**src/fcm_pkg.sv**
```systemverilog
// Shared constants, types and coding tables for the forced-config and media-select block
`default_nettype none
package fcm_pkg;

  // ------------------------------------------------------------
  // Register map and fields
  // ------------------------------------------------------------
  localparam logic [7:0] REG_WINDOW = 8'h00;
  localparam logic [7:0] REG_INT_CFG = 8'h04;
  localparam logic [7:0] REG_NET_DIAG = 8'h08;
  localparam logic [7:0] REG_PCI_CMD = 8'h0C;
  localparam logic [7:0] REG_IO_BASE = 8'h10;
  localparam logic [7:0] REG_ROM_CTL = 8'h14;
  localparam logic [7:0] REG_STATUS = 8'h18;
  localparam logic [2:0] WIN_CFG = 3'h3;
  localparam int XCVR_LSB = 20;
  localparam logic [3:0] XCVR_10 = 4'h0;
  localparam logic [3:0] XCVR_100 = 4'h4;
  localparam logic [3:0] XCVR_MII = 4'h6;
  localparam logic [3:0] XCVR_AUTO = 4'h8;
  localparam int DIAG_MDC = 0;
  localparam int DIAG_MDO = 1;
  localparam int DIAG_MOE = 2;
  localparam int DIAG_MDI = 3;
  localparam int CMD_IO = 0;
  localparam int CMD_MEM = 1;
  localparam int CMD_MST = 2;
  localparam int ROM_EN = 0;

  // ------------------------------------------------------------
  // Reset values and fixed settings
  // ------------------------------------------------------------
  localparam logic [2:0] WINDOW_RST = 3'h0;
  localparam logic [31:0] INT_CFG_RST = 32'h0000_0000;
  localparam logic [15:0] IO_BASE_RST = 16'h0000;
  localparam logic [15:0] FORCED_IO_BASE = 16'h0200;
  localparam int IO_WIN_BITS = 5;
  localparam logic [10:0] LFSR_SEED = 11'h7ff;

  // ------------------------------------------------------------
  // Line timing: periods in mclk cycles, silence limits in half-bits and bits (scaled line rates)
  // ------------------------------------------------------------
  localparam int HALF10_CYC = 8;
  localparam int BIT100_CYC = 4;
  localparam int SIL10_HALVES = 3;
  localparam int SIL100_BITS = 24;

  typedef enum logic [1:0] {PATH_10 = 2'b00, PATH_100 = 2'b01, PATH_MII = 2'b10} fcm_path_t;
  typedef enum logic [1:0] {T100_IDLE = 2'b00, T100_START = 2'b01, T100_DATA = 2'b10} fcm_tx100_t;

  // Nibble to five-bit code group
  function automatic logic [4:0] fcm_enc5(input logic [3:0] n);
    logic [4:0] c;
    c = 5'h1e;
    unique case (n)
      4'h0: c = 5'h1e;
      4'h1: c = 5'h09;
      4'h2: c = 5'h14;
      4'h3: c = 5'h15;
      4'h4: c = 5'h0a;
      4'h5: c = 5'h0b;
      4'h6: c = 5'h0e;
      4'h7: c = 5'h0f;
      4'h8: c = 5'h12;
      4'h9: c = 5'h13;
      4'ha: c = 5'h16;
      4'hb: c = 5'h17;
      4'hc: c = 5'h1a;
      4'hd: c = 5'h1b;
      4'he: c = 5'h1c;
      4'hf: c = 5'h1d;
    endcase
    return c;
  endfunction : fcm_enc5

  // Five-bit code group back to nibble; unknown groups give zero
  function automatic logic [3:0] fcm_dec5(input logic [4:0] c);
    logic [3:0] n;
    n = 4'h0;
    for (int i = 0; i < 16; i++) begin
      if (fcm_enc5(4'(i)) == c) begin
        n = 4'(i);
      end
    end
    return n;
  endfunction : fcm_dec5

endpackage : fcm_pkg
`default_nettype wire

```
**src/fcm_media_select.sv**
```systemverilog
// Forced PCI configuration, media path selection and line coding for the Ethernet MAC
//
// Behaviour
// - Forced mode answers PCI accesses with no configuration cycles or EEPROM load.
// - Forced mode decodes the I/O block at fixed base 200h.
// - Forced mode claims I/O cycles and refuses memory cycles.
// - Forced mode enables bus mastering and disables expansion ROM cycles.
// - Three media paths: 10 Mbps, 100BASE-TX and external MII.
// - Exactly one path at a time connects to the MAC.
// - Path choice comes from transceiver select plus auto-negotiation result.
// - 10 Mbps path does Manchester coding and receive clock recovery.
// - 100 Mbps path does 4B/5B, scrambling, transmit clock and clock recovery.
// - PHY registers over the management interface steer auto-negotiation.
// - MII carries separate 4-bit paths, routed only while the MII path is the active path.
// - Management link is driven and sampled through network diagnostic bits.
// - The internal config register is reached in I/O window 3.
`default_nettype none
module fcm_media_select #(
  parameter int HALF10 = fcm_pkg::HALF10_CYC,
  parameter int BIT100 = fcm_pkg::BIT100_CYC
) (
  input wire logic mclk,
  input wire logic sys_rst,
  input wire logic hsel,
  input wire logic [31:0] haddr,
  input wire logic [1:0] htrans,
  input wire logic hwrite,
  input wire logic [2:0] hsize,
  input wire logic hready,
  input wire logic [31:0] hwdata,
  output logic [31:0] hrdata,
  output logic hreadyout,
  output logic hresp,
  input wire logic forcedCfgPin,
  input wire logic [15:0] tgtAddr,
  input wire logic tgtIoReq,
  input wire logic tgtMemReq,
  input wire logic tgtRomReq,
  output logic ioClaim,
  output logic memClaim,
  output logic romClaim,
  output logic busMasterEn,
  input wire logic anDone,
  input wire logic anSpeed100,
  input wire logic [3:0] macTxd,
  input wire logic macTxEn,
  output logic macTxStb,
  output logic [3:0] macRxd,
  output logic macRxDv,
  output logic macRxStb,
  output logic tp10Tx,
  input wire logic tp10Rx,
  output logic tx100Line,
  input wire logic rx100Line,
  input wire logic miiTxClk,
  output logic [3:0] miiTxd,
  output logic miiTxEn,
  input wire logic miiRxClk,
  input wire logic [3:0] miiRxd,
  input wire logic miiRxDv,
  output logic mdc,
  output logic mdioOut,
  output logic mdioOe,
  input wire logic mdioIn
);
  import fcm_pkg::*;

  localparam int PW10 = $clog2(HALF10 + 1);
  localparam int PW100 = $clog2(BIT100 + 1);
  localparam int SIL10 = SIL10_HALVES * HALF10;
  localparam int SIL100 = SIL100_BITS * BIT100;
  localparam int SW10 = $clog2(SIL10 + 1);
  localparam int SW100 = $clog2(SIL100 + 1);

  // ------------------------------------------------------------
  // Pin synchronisers (first stage read only by second)
  // ------------------------------------------------------------
  logic [1:0] strapS, rx10S, rx100S, mTxcS, mRxcS, mdiS;
  logic [9:0] mRxS1, mRxS2;
  logic rx10Prev, rx100Prev, mTxcPrev, mRxcPrev;
  always_ff @(posedge mclk or posedge sys_rst) begin
    if (sys_rst) begin
      {strapS, rx10S, rx100S, mTxcS, mRxcS, mdiS} <= '0;
      {mRxS1, mRxS2} <= '0;
      {rx10Prev, rx100Prev, mTxcPrev, mRxcPrev} <= '0;
    end else begin
      strapS <= {strapS[0], forcedCfgPin};
      rx10S <= {rx10S[0], tp10Rx};
      rx100S <= {rx100S[0], rx100Line};
      mTxcS <= {mTxcS[0], miiTxClk};
      mRxcS <= {mRxcS[0], miiRxClk};
      mdiS <= {mdiS[0], mdioIn};
      mRxS1 <= {5'h00, miiRxDv, miiRxd};
      mRxS2 <= mRxS1;
      {rx10Prev, rx100Prev, mTxcPrev, mRxcPrev} <= {rx10S[1], rx100S[1], mTxcS[1], mRxcS[1]};
    end
  end

  // ------------------------------------------------------------
  // AHB-Lite register slave, zero wait states
  // ------------------------------------------------------------
  logic [2:0] windowReg;
  logic [31:0] intCfgReg, rdataReg;
  logic [2:0] diagReg;
  logic [2:0] pciCmdReg;
  logic [15:0] ioBaseReg;
  logic romCtlReg, wrPend, forcedReg, forcedDone;
  logic [1:0] strapCnt;
  logic [7:0] wrAddr;
  fcm_path_t activePath;
  logic tx10Busy, rxIdle, txIdle;
  fcm_tx100_t tx100State;

  // Address phase decode and read mux
  wire addrTake = hsel & hready & htrans[1];
  wire inMap = (haddr[31:8] == 24'h00_0000);
  wire [7:0] ra = haddr[7:0];
  wire cfgOpen = (windowReg == WIN_CFG);
  wire [31:0] rdMux =
      !inMap ? 32'h0000_0000 :
      (ra == REG_WINDOW) ? 32'(windowReg) :
      (ra == REG_INT_CFG) ? (cfgOpen ? intCfgReg : 32'h0000_0000) :
      (ra == REG_NET_DIAG) ? 32'({mdiS[1], diagReg[2:0]}) :
      (ra == REG_PCI_CMD) ? 32'(pciCmdReg) :
      (ra == REG_IO_BASE) ? 32'(ioBaseReg) :
      (ra == REG_ROM_CTL) ? 32'(romCtlReg) :
      (ra == REG_STATUS) ? 32'({!rxIdle, !txIdle, anSpeed100, anDone, forcedReg, activePath}) :
      32'h0000_0000;
  wire wrWin = wrPend && (wrAddr == REG_WINDOW);
  wire wrCfg = wrPend && (wrAddr == REG_INT_CFG) && cfgOpen;
  wire wrDiag = wrPend && (wrAddr == REG_NET_DIAG);
  wire wrCmd = wrPend && (wrAddr == REG_PCI_CMD);
  wire wrBase = wrPend && (wrAddr == REG_IO_BASE);
  wire wrRom = wrPend && (wrAddr == REG_ROM_CTL);
  assign hreadyout = 1'b1;
  assign hresp = 1'b0;
  assign hrdata = rdataReg;

  // Capture transfer and return read data
  always_ff @(posedge mclk or posedge sys_rst) begin
    if (sys_rst) begin
      wrPend <= 1'b0;
      wrAddr <= 8'h00;
      rdataReg <= 32'h0000_0000;
    end else begin
      wrPend <= addrTake & hwrite & inMap;
      if (addrTake) begin
        wrAddr <= ra;
      end
      if (addrTake & !hwrite) begin
        rdataReg <= rdMux;
      end
    end
  end

  // Writable registers, applied in the data phase
  always_ff @(posedge mclk or posedge sys_rst) begin
    if (sys_rst) begin
      windowReg <= WINDOW_RST;
      intCfgReg <= INT_CFG_RST;
      diagReg <= 3'h0;
      pciCmdReg <= 3'h0;
      ioBaseReg <= IO_BASE_RST;
      romCtlReg <= 1'b0;
    end else begin
      if (wrWin) windowReg <= hwdata[2:0];
      if (wrCfg) intCfgReg <= hwdata;
      if (wrDiag) diagReg <= {hwdata[DIAG_MOE], hwdata[DIAG_MDO], hwdata[DIAG_MDC]};
      if (wrCmd) pciCmdReg <= hwdata[2:0];
      if (wrBase) ioBaseReg <= hwdata[15:0];
      if (wrRom) romCtlReg <= hwdata[ROM_EN];
    end
  end

  // ------------------------------------------------------------
  // Forced configuration
  // ------------------------------------------------------------
  // Strap taken after release
  always_ff @(posedge mclk or posedge sys_rst) begin
    if (sys_rst) begin
      strapCnt <= 2'd0;
      forcedDone <= 1'b0;
      forcedReg <= 1'b0;
    end else if (!forcedDone) begin
      strapCnt <= strapCnt + 2'd1;
      if (strapCnt == 2'd2) begin
        forcedReg <= strapS[1];
        forcedDone <= 1'b1;
      end
    end
  end

  wire ioEn = forcedReg | pciCmdReg[CMD_IO];
  wire memEn = !forcedReg & pciCmdReg[CMD_MEM];
  wire romEn = !forcedReg & romCtlReg;
  wire [15:0] ioBase = forcedReg ? FORCED_IO_BASE : ioBaseReg;
  wire ioHit = (tgtAddr[15:IO_WIN_BITS] == ioBase[15:IO_WIN_BITS]);
  assign ioClaim = tgtIoReq & ioEn & ioHit;
  assign memClaim = tgtMemReq & memEn;
  assign busMasterEn = forcedReg | pciCmdReg[CMD_MST];
  assign romClaim = tgtRomReq & romEn;

  // ------------------------------------------------------------
  // Media selection
  // ------------------------------------------------------------
  wire [3:0] xcvr = intCfgReg[XCVR_LSB +: 4];
  wire fcm_path_t wantPath =
      (xcvr == XCVR_10) ? PATH_10 :
      (xcvr == XCVR_100) ? PATH_100 :
      (xcvr == XCVR_MII) ? PATH_MII :
      (xcvr == XCVR_AUTO && anDone) ? (anSpeed100 ? PATH_100 : PATH_10) :
      activePath;
  assign txIdle = !macTxEn && !tx10Busy && (tx100State == T100_IDLE) && !miiTxEn;
  assign rxIdle = !macRxDv;
  wire sel10 = (activePath == PATH_10);
  wire sel100 = (activePath == PATH_100);
  wire selMii = (activePath == PATH_MII);

  always_ff @(posedge mclk or posedge sys_rst) begin
    if (sys_rst) begin
      activePath <= PATH_10;
    end else if (txIdle && rxIdle) begin
      activePath <= wantPath;
    end
  end

  // ------------------------------------------------------------
  // Line rate dividers (transmit clock generation)
  // ------------------------------------------------------------
  logic [PW10-1:0] div10;
  logic [PW100-1:0] div100;
  wire tick10 = (div10 == PW10'(HALF10 - 1));
  wire tick100 = (div100 == PW100'(BIT100 - 1));
  always_ff @(posedge mclk or posedge sys_rst) begin
    if (sys_rst) begin
      div10 <= '0;
      div100 <= '0;
    end else begin
      div10 <= tick10 ? '0 : div10 + PW10'(1);
      div100 <= tick100 ? '0 : div100 + PW100'(1);
    end
  end

  // ------------------------------------------------------------
  // 10 Mbps transmit: Manchester, first half inverted
  // ------------------------------------------------------------
  logic [3:0] tx10Nib;
  logic [1:0] tx10Bit;
  logic tx10Half;
  wire tx10Last = tx10Busy && tx10Half && (tx10Bit == 2'd3);
  wire stb10 = tick10 && sel10 && macTxEn && (!tx10Busy || tx10Last);
  always_ff @(posedge mclk or posedge sys_rst) begin
    if (sys_rst) begin
      {tx10Busy, tx10Half, tx10Bit, tx10Nib, tp10Tx} <= '0;
    end else if (tick10) begin
      if (stb10) begin
        {tx10Busy, tx10Half, tx10Bit, tx10Nib} <= {2'b10, 2'd0, macTxd};
        tp10Tx <= !macTxd[0];
      end else if (tx10Last || !tx10Busy) begin
        {tx10Busy, tp10Tx} <= 2'b00;
      end else begin
        tx10Half <= !tx10Half;
        tx10Bit <= tx10Half ? tx10Bit + 2'd1 : tx10Bit;
        tp10Tx <= tx10Half ? !tx10Nib[tx10Bit + 2'd1] : tx10Nib[tx10Bit];
      end
    end
  end

  // ------------------------------------------------------------
  // 100 Mbps transmit: start bit, then scrambled code groups
  // ------------------------------------------------------------
  logic [4:0] tx100Sym;
  logic [2:0] tx100Idx;
  logic [10:0] txLfsr;
  // Last code bit leaves in this tick, so the next group follows with no gap
  wire tx100End = (tx100State == T100_DATA) && (tx100Idx == 3'd3);
  wire stb100 = tick100 && sel100 && macTxEn && ((tx100State == T100_IDLE) || tx100End);
  always_ff @(posedge mclk or posedge sys_rst) begin
    if (sys_rst) begin
      tx100State <= T100_IDLE;
      {tx100Sym, tx100Idx, tx100Line} <= '0;
      txLfsr <= LFSR_SEED;
    end else if (tick100) begin
      unique case (tx100State)
        T100_IDLE: begin
          tx100Line <= stb100;
          txLfsr <= LFSR_SEED;
          if (stb100) begin
            tx100State <= T100_START;
            tx100Sym <= fcm_enc5(macTxd);
          end
        end
        T100_START, T100_DATA: begin
          tx100Line <= tx100Sym[4] ^ txLfsr[0];
          txLfsr <= {txLfsr[0] ^ txLfsr[2], txLfsr[10:1]};
          tx100Sym <= {tx100Sym[3:0], 1'b0};
          tx100Idx <= (tx100State == T100_START) ? 3'd0 : tx100Idx + 3'd1;
          tx100State <= T100_DATA;
        end
        default: tx100State <= T100_IDLE;
      endcase
      if (tx100End) begin
        tx100Idx <= 3'd0;
        tx100State <= stb100 ? T100_START : T100_IDLE;
        if (stb100) tx100Sym <= fcm_enc5(macTxd);
      end
    end
  end

  // ------------------------------------------------------------
  // MII transmit, data moved on the PHY's transmit clock edge
  // ------------------------------------------------------------
  wire mTxRise = mTxcS[1] & !mTxcPrev;
  wire stbMii = mTxRise && selMii && macTxEn;
  always_ff @(posedge mclk or posedge sys_rst) begin
    if (sys_rst) begin
      miiTxd <= 4'h0;
      miiTxEn <= 1'b0;
    end else if (mTxRise) begin
      miiTxd <= selMii ? macTxd : 4'h0;
      miiTxEn <= selMii & macTxEn;
    end
  end
  assign macTxStb = stb10 | stb100 | stbMii;

  // ------------------------------------------------------------
  // 10 Mbps receive: edge-aligned phase, half-bit pairing
  // ------------------------------------------------------------
  logic [PW10-1:0] ph10;
  logic [SW10-1:0] sil10;
  logic rx10Have, rx10First, rx10Stb;
  logic [1:0] rx10Cnt;
  logic [3:0] rx10Nib, rx10Out;
  wire edge10 = rx10S[1] ^ rx10Prev;
  wire act10 = (sil10 < SW10'(SIL10));
  wire samp10 = act10 && (ph10 == PW10'(HALF10 / 2));
  always_ff @(posedge mclk or posedge sys_rst) begin
    if (sys_rst) begin
      {ph10, sil10, rx10Have, rx10First, rx10Stb, rx10Cnt, rx10Nib, rx10Out} <= '0;
      sil10 <= SW10'(SIL10);
    end else begin
      ph10 <= (edge10 || ph10 == PW10'(HALF10 - 1)) ? '0 : ph10 + PW10'(1);
      sil10 <= edge10 ? '0 : (act10 ? sil10 + SW10'(1) : sil10);
      rx10Stb <= 1'b0;
      if (!act10) begin
        {rx10Have, rx10Cnt} <= '0;
      end else if (samp10) begin
        if (!rx10Have || rx10First == rx10S[1]) begin
          {rx10Have, rx10First} <= {1'b1, rx10S[1]};
        end else begin
          rx10Have <= 1'b0;
          rx10Nib[rx10Cnt] <= rx10S[1];
          rx10Cnt <= rx10Cnt + 2'd1;
          if (rx10Cnt == 2'd3) begin
            rx10Out <= {rx10S[1], rx10Nib[2:0]};
            rx10Stb <= 1'b1;
          end
        end
      end
    end
  end

  // ------------------------------------------------------------
  // 100 Mbps receive: start bit hunt, descramble, 5B/4B decode
  // ------------------------------------------------------------
  logic [PW100-1:0] ph100;
  logic [SW100-1:0] sil100;
  logic rx100Run, rx100Stb;
  logic [2:0] rx100Cnt;
  logic [3:0] rx100Sh, rx100Out;
  logic [10:0] rxLfsr;
  wire edge100 = rx100S[1] ^ rx100Prev;
  wire act100 = (sil100 < SW100'(SIL100));
  wire samp100 = act100 && (ph100 == PW100'(BIT100 / 2));
  wire rx100Bit = rx100S[1] ^ rxLfsr[0];
  always_ff @(posedge mclk or posedge sys_rst) begin
    if (sys_rst) begin
      {ph100, rx100Run, rx100Stb, rx100Cnt, rx100Sh, rx100Out} <= '0;
      sil100 <= SW100'(SIL100);
      rxLfsr <= LFSR_SEED;
    end else begin
      ph100 <= (edge100 || ph100 == PW100'(BIT100 - 1)) ? '0 : ph100 + PW100'(1);
      sil100 <= edge100 ? '0 : (act100 ? sil100 + SW100'(1) : sil100);
      rx100Stb <= 1'b0;
      if (!act100) begin
        rx100Run <= 1'b0;
      end else if (samp100 && !rx100Run) begin
        {rx100Run, rx100Cnt} <= {rx100S[1], 3'd0};
        rxLfsr <= LFSR_SEED;
      end else if (samp100) begin
        rx100Sh <= {rx100Sh[2:0], rx100Bit};
        rxLfsr <= {rxLfsr[0] ^ rxLfsr[2], rxLfsr[10:1]};
        rx100Cnt <= (rx100Cnt == 3'd4) ? 3'd0 : rx100Cnt + 3'd1;
        if (rx100Cnt == 3'd4) begin
          rx100Out <= fcm_dec5({rx100Sh, rx100Bit});
          rx100Stb <= 1'b1;
        end
      end
    end
  end

  // ------------------------------------------------------------
  // Receive mux to the MAC and management pins
  // ------------------------------------------------------------
  wire mRxRise = mRxcS[1] & !mRxcPrev;
  wire [3:0] rxdSel = sel10 ? rx10Out : (sel100 ? rx100Out : mRxS2[3:0]);
  wire rxDvSel = sel10 ? act10 : (sel100 ? rx100Run : mRxS2[4]);
  wire rxStbSel = sel10 ? rx10Stb : (sel100 ? rx100Stb : (mRxRise & mRxS2[4]));
  always_ff @(posedge mclk or posedge sys_rst) begin
    if (sys_rst) begin
      {macRxd, macRxDv, macRxStb} <= '0;
    end else begin
      macRxd <= rxStbSel ? rxdSel : macRxd;
      macRxDv <= rxDvSel;
      macRxStb <= rxStbSel;
    end
  end
  assign mdc = diagReg[DIAG_MDC];
  assign mdioOut = diagReg[DIAG_MDO];
  assign mdioOe = diagReg[DIAG_MOE];
endmodule : fcm_media_select
`default_nettype wire

```
**config.mk**
```make
export PLATFORM = sky130hd
export DESIGN_NAME = fcm_media_select
export DESIGN_NICKNAME = d
export VERILOG_FILES = /design/src/fcm_pkg.sv /design/src/fcm_media_select.sv
export SDC_FILE = /design/constraint.sdc
export NUM_CORES = 1
export LEC_CHECK = 0
export ABC_AREA = 1
export BUFFER_PORTS_ARGS = -buffer_cell sky130_fd_sc_hd__buf_2
export CORE_UTILIZATION = 30
export CTS_BUF_LIST = sky130_fd_sc_hd__clkbuf_2 sky130_fd_sc_hd__clkbuf_4 sky130_fd_sc_hd__clkbuf_8
export DETAILED_ROUTE_END_ITERATION = 8
export MAX_ROUTING_LAYER = met4
export PLACE_DENSITY = 0.52
export SKIP_CTS_REPAIR_TIMING = 1
export SYNTH_ARGS = -nofsm -noshare
export SYNTH_HDL_FRONTEND = slang
export SYNTH_SLANG_ARGS = --single-unit
```
**constraint.sdc**
```tcl
create_clock -name mclk -period 12.1 [get_ports mclk]
set_clock_uncertainty 0.15 [all_clocks]
set_input_delay 1.21 -clock mclk [delete_from_list [all_inputs] [get_ports mclk]]
set_output_delay 1.21 -clock mclk [all_outputs]
set_load 0.1 [all_outputs]
```
==> summary.txt <==
status - finished, final reports clean
pwr/cell area - 153 nW/µm²
worst reg-to-reg path cell count - 3
I/O Buffers - 154
multi-input combinational cell area - 3930 µm²
ANT nets after route - 0
Max rail drop VDD - 0.110 mV
Root Driver - clkbuf_8
Final Hold Fails - 0
initial antenna violation count - 1
Starting DRT DRC Count - 453
final setup violation count - 0
fillers - 3627
Slew HR - 0.334
crit path buf inv count - 2
Yosys top cell by area - dfrtp_1
Final HPWL DP - 18300 µm
pre-CTS setup slack - 8.19 ns
syn avg cell area - 8.69 µm²
Worst EP arrival - 2.65 ns
Initial Util - 0.306
Seq. cell area - 5910 µm²
Post-synth EDFFs - 0
layout cells sized above 1 - 0.207
nets - 1531
cells after synthesis - 1220
CTS H-tree lvls - 2
CP Max Fanout - 13
Tmin final - 4.01 ns
Skew-Pair Late Insertion Delay - 0.54 ns
Core Footprint - 34600 µm²
Synth top area share - 0.493
Syn-to-layout area delta - 21.4%
largest net degree at the start of global routing - 95
die height - 190 µm
WL per Instance - 13.8 µm
Total GRT Usage - 0.154
max cap viols - 0
Final Instance Count excl. Fillers - 1889
most common flop cell mapped by yosys - dfrtp_1
fin. max-slew vios - 0
worst r2r src - wrAddr[5]
setup TNS - 0 ns
synth top area cells - dfrtp_1 (49%), nand2_1 (11%), dfstp_2 (6.4%)
Final Cycle Share - 0.331
fin util - 0.372
Leak - 6.82 nW
drt drc - 0
Critical Path End - macTxStb
clock net sink count - 235
Worst R2R End - ioBaseReg[6]
crit start category - register
post-DR vias/cell - 4.53
Crit. End Element - primary output
final worst slack - 8.09 ns
worst path cell trace - nor2_4, inv_1, nor2_1, nand3b_1, nand3_1, buf_2
YS warnings - 0
CP max stage delay - 0.57 ns
R2R Setup Slk - 9.72 ns
Async S/R FF share, synth - 1.00
die area - 36100 µm²
RSZ-0062 raised after global routing - false
vias post-DR - 8557
CP max stage cell - dfrtp_1
row count - 68
Crit Path Class - register to primary output
Die Wd - 190 µm
TritonCTS clock tree - done
CP Data Required Time - 10.74 ns
post-synthesis cell type count - 49
#FFs+latches synth - 235
total placed cells including tap cells - 1806
Slew @ Worst Pin - 0.997 ns
CTS Buf Count - 44
vias in the first global route - 8590
remaining global-route overflow - 0
CTS max path bufs - 3
number of cells on the critical path - 6
first-pass GRT wire length - 43400 µm
sequential area share after synthesis - 0.558
clock slew at reported path FFs - 0.06 ns
wirelength, routed - 26000 µm
Min-Delay Path Class - register to register
delay-heaviest family, CP - simple AND/OR/NAND/NOR gates
first-pass iteration count of the detailed router - 5
routability cong. - 0.853
Synthesized Nets - 1354
Final Power - 0.00197 W
FMAX - 249 MHz
num ports - 166
synthesized area - 10600 µm²
Critical path origin - activePath[1]
-- metal layers --
metal / global-route usage / wire, µm / vias up
met5: - / 0 / -
met4: 0.0518 / 702 / 0
met3: 0.0277 / 1280 / 51
met2: 0.245 / 12100 / 181
met1: 0.196 / 11900 / 4028
li1: - / - / 4297
-- metrics by stage --
| step | hold slack, ns | instance area, µm² |
|---|---|---|
| 3_5_place_dp | 0.187 | 11900 |
| 4_1_cts | 0.199 | 12900 |
| 2_1_floorplan | 0.181 | 10600 |
| 6_report | 0.197 | 12900 |
| 3_3_place_gp | 0.183 | 11900 |
| 5_1_grt | 0.204 | 12900 |
-- cells in the mapped netlist, types with 7 or more instances --
master and instances:
dfstp_2 26, nor2_1 98, o21ai_0 128, a22oi_1 20
a31oi_1 8, nor3_1 13, clkbuf_1 15, dfrtp_1 209
nand3_1 67, a21oi_1 41, buf_2 10, inv_1 163
nand4_1 9, xnor2_1 7, nand2_1 306, ha_1 23
-- layout make-up --
type / instances / area share
antenna: 1 / 0.000194
inverter: 167 / 0.0493
clock buffer: 72 / 0.0711
timing repair buffer: 160 / 0.0633
sequential: 235 / 0.459
tap: 455 / 0.0442
multi-input combinational: 789 / 0.305
clock inverter: 10 / 0.00806
-- worst min-delay path by stage --
stage | slack, ns | from | depth (start not counted) | end
floorplan | 0.18 | mRxS1[0] | 0 | mRxS2[0]
finish | 0.20 | rx100S[0] | 0 | rx100S[1]
detailed placement | 0.19 | rx100S[0] | 0 | rx100S[1]
global placement | 0.18 | mRxS1[3] | 0 | mRxS2[3]
CTS | 0.20 | rx100S[0] | 0 | rx100S[1]
global route | 0.20 | mRxS1[1] | 0 | mRxS2[1]
-- report_power, final --
part | internal [W] | switching, W
clock network | 0.000522 | 0.000334
registers | 0.000851 | 0.0000387
logic | 0.0000686 | 0.000152
-- state kept, by name, summed over array words and instances (netlist names), 5 cells and up --
name       flops
intCfgReg     32
mRxS1          5
hrdata        32
tx100Sym       5
mRxS2          5
rxLfsr        11
sil100         7
wrAddr         8
txLfsr        11
ioBaseReg     16
sil10          5
-- cells by family (layout without fill, tap and decap cells) --
group,after synthesis,after routing,synth area share
flops,235,235,0.558
xor+xnor,11,11,0.00908
compound gates,225,225,0.119
buf+inv,196,409,0.0723
other cells,2,3,0.000708
simple gates,527,527,0.214
fa+ha+maj,23,23,0.0271
mux,1,1,0.000944
-- cells in the final DEF, fill, tap and decap left out, drive strengths merged, types with 2 or more instances in the layout --
cell type and instances:
bufinv 2, a21oi 42, nand3b 3, nor2 106, nand4 9, o22ai 4
nand2 309, a22oi 20, nand3 71, inv 166, o211ai 3, xnor2 7
conb 2, a32oi 2, o221ai 2, clkbuf 72, dfstp 26, dfrtp 209
nor4 4, or2 7, a221oi 4, nor3b 4, clkinv 9, nor3 14
o21ai 131, a31oi 8, a211oi 4, xor2 4, ha 23, buf 160
Note: power is estimated with default switching activity, not from simulation.
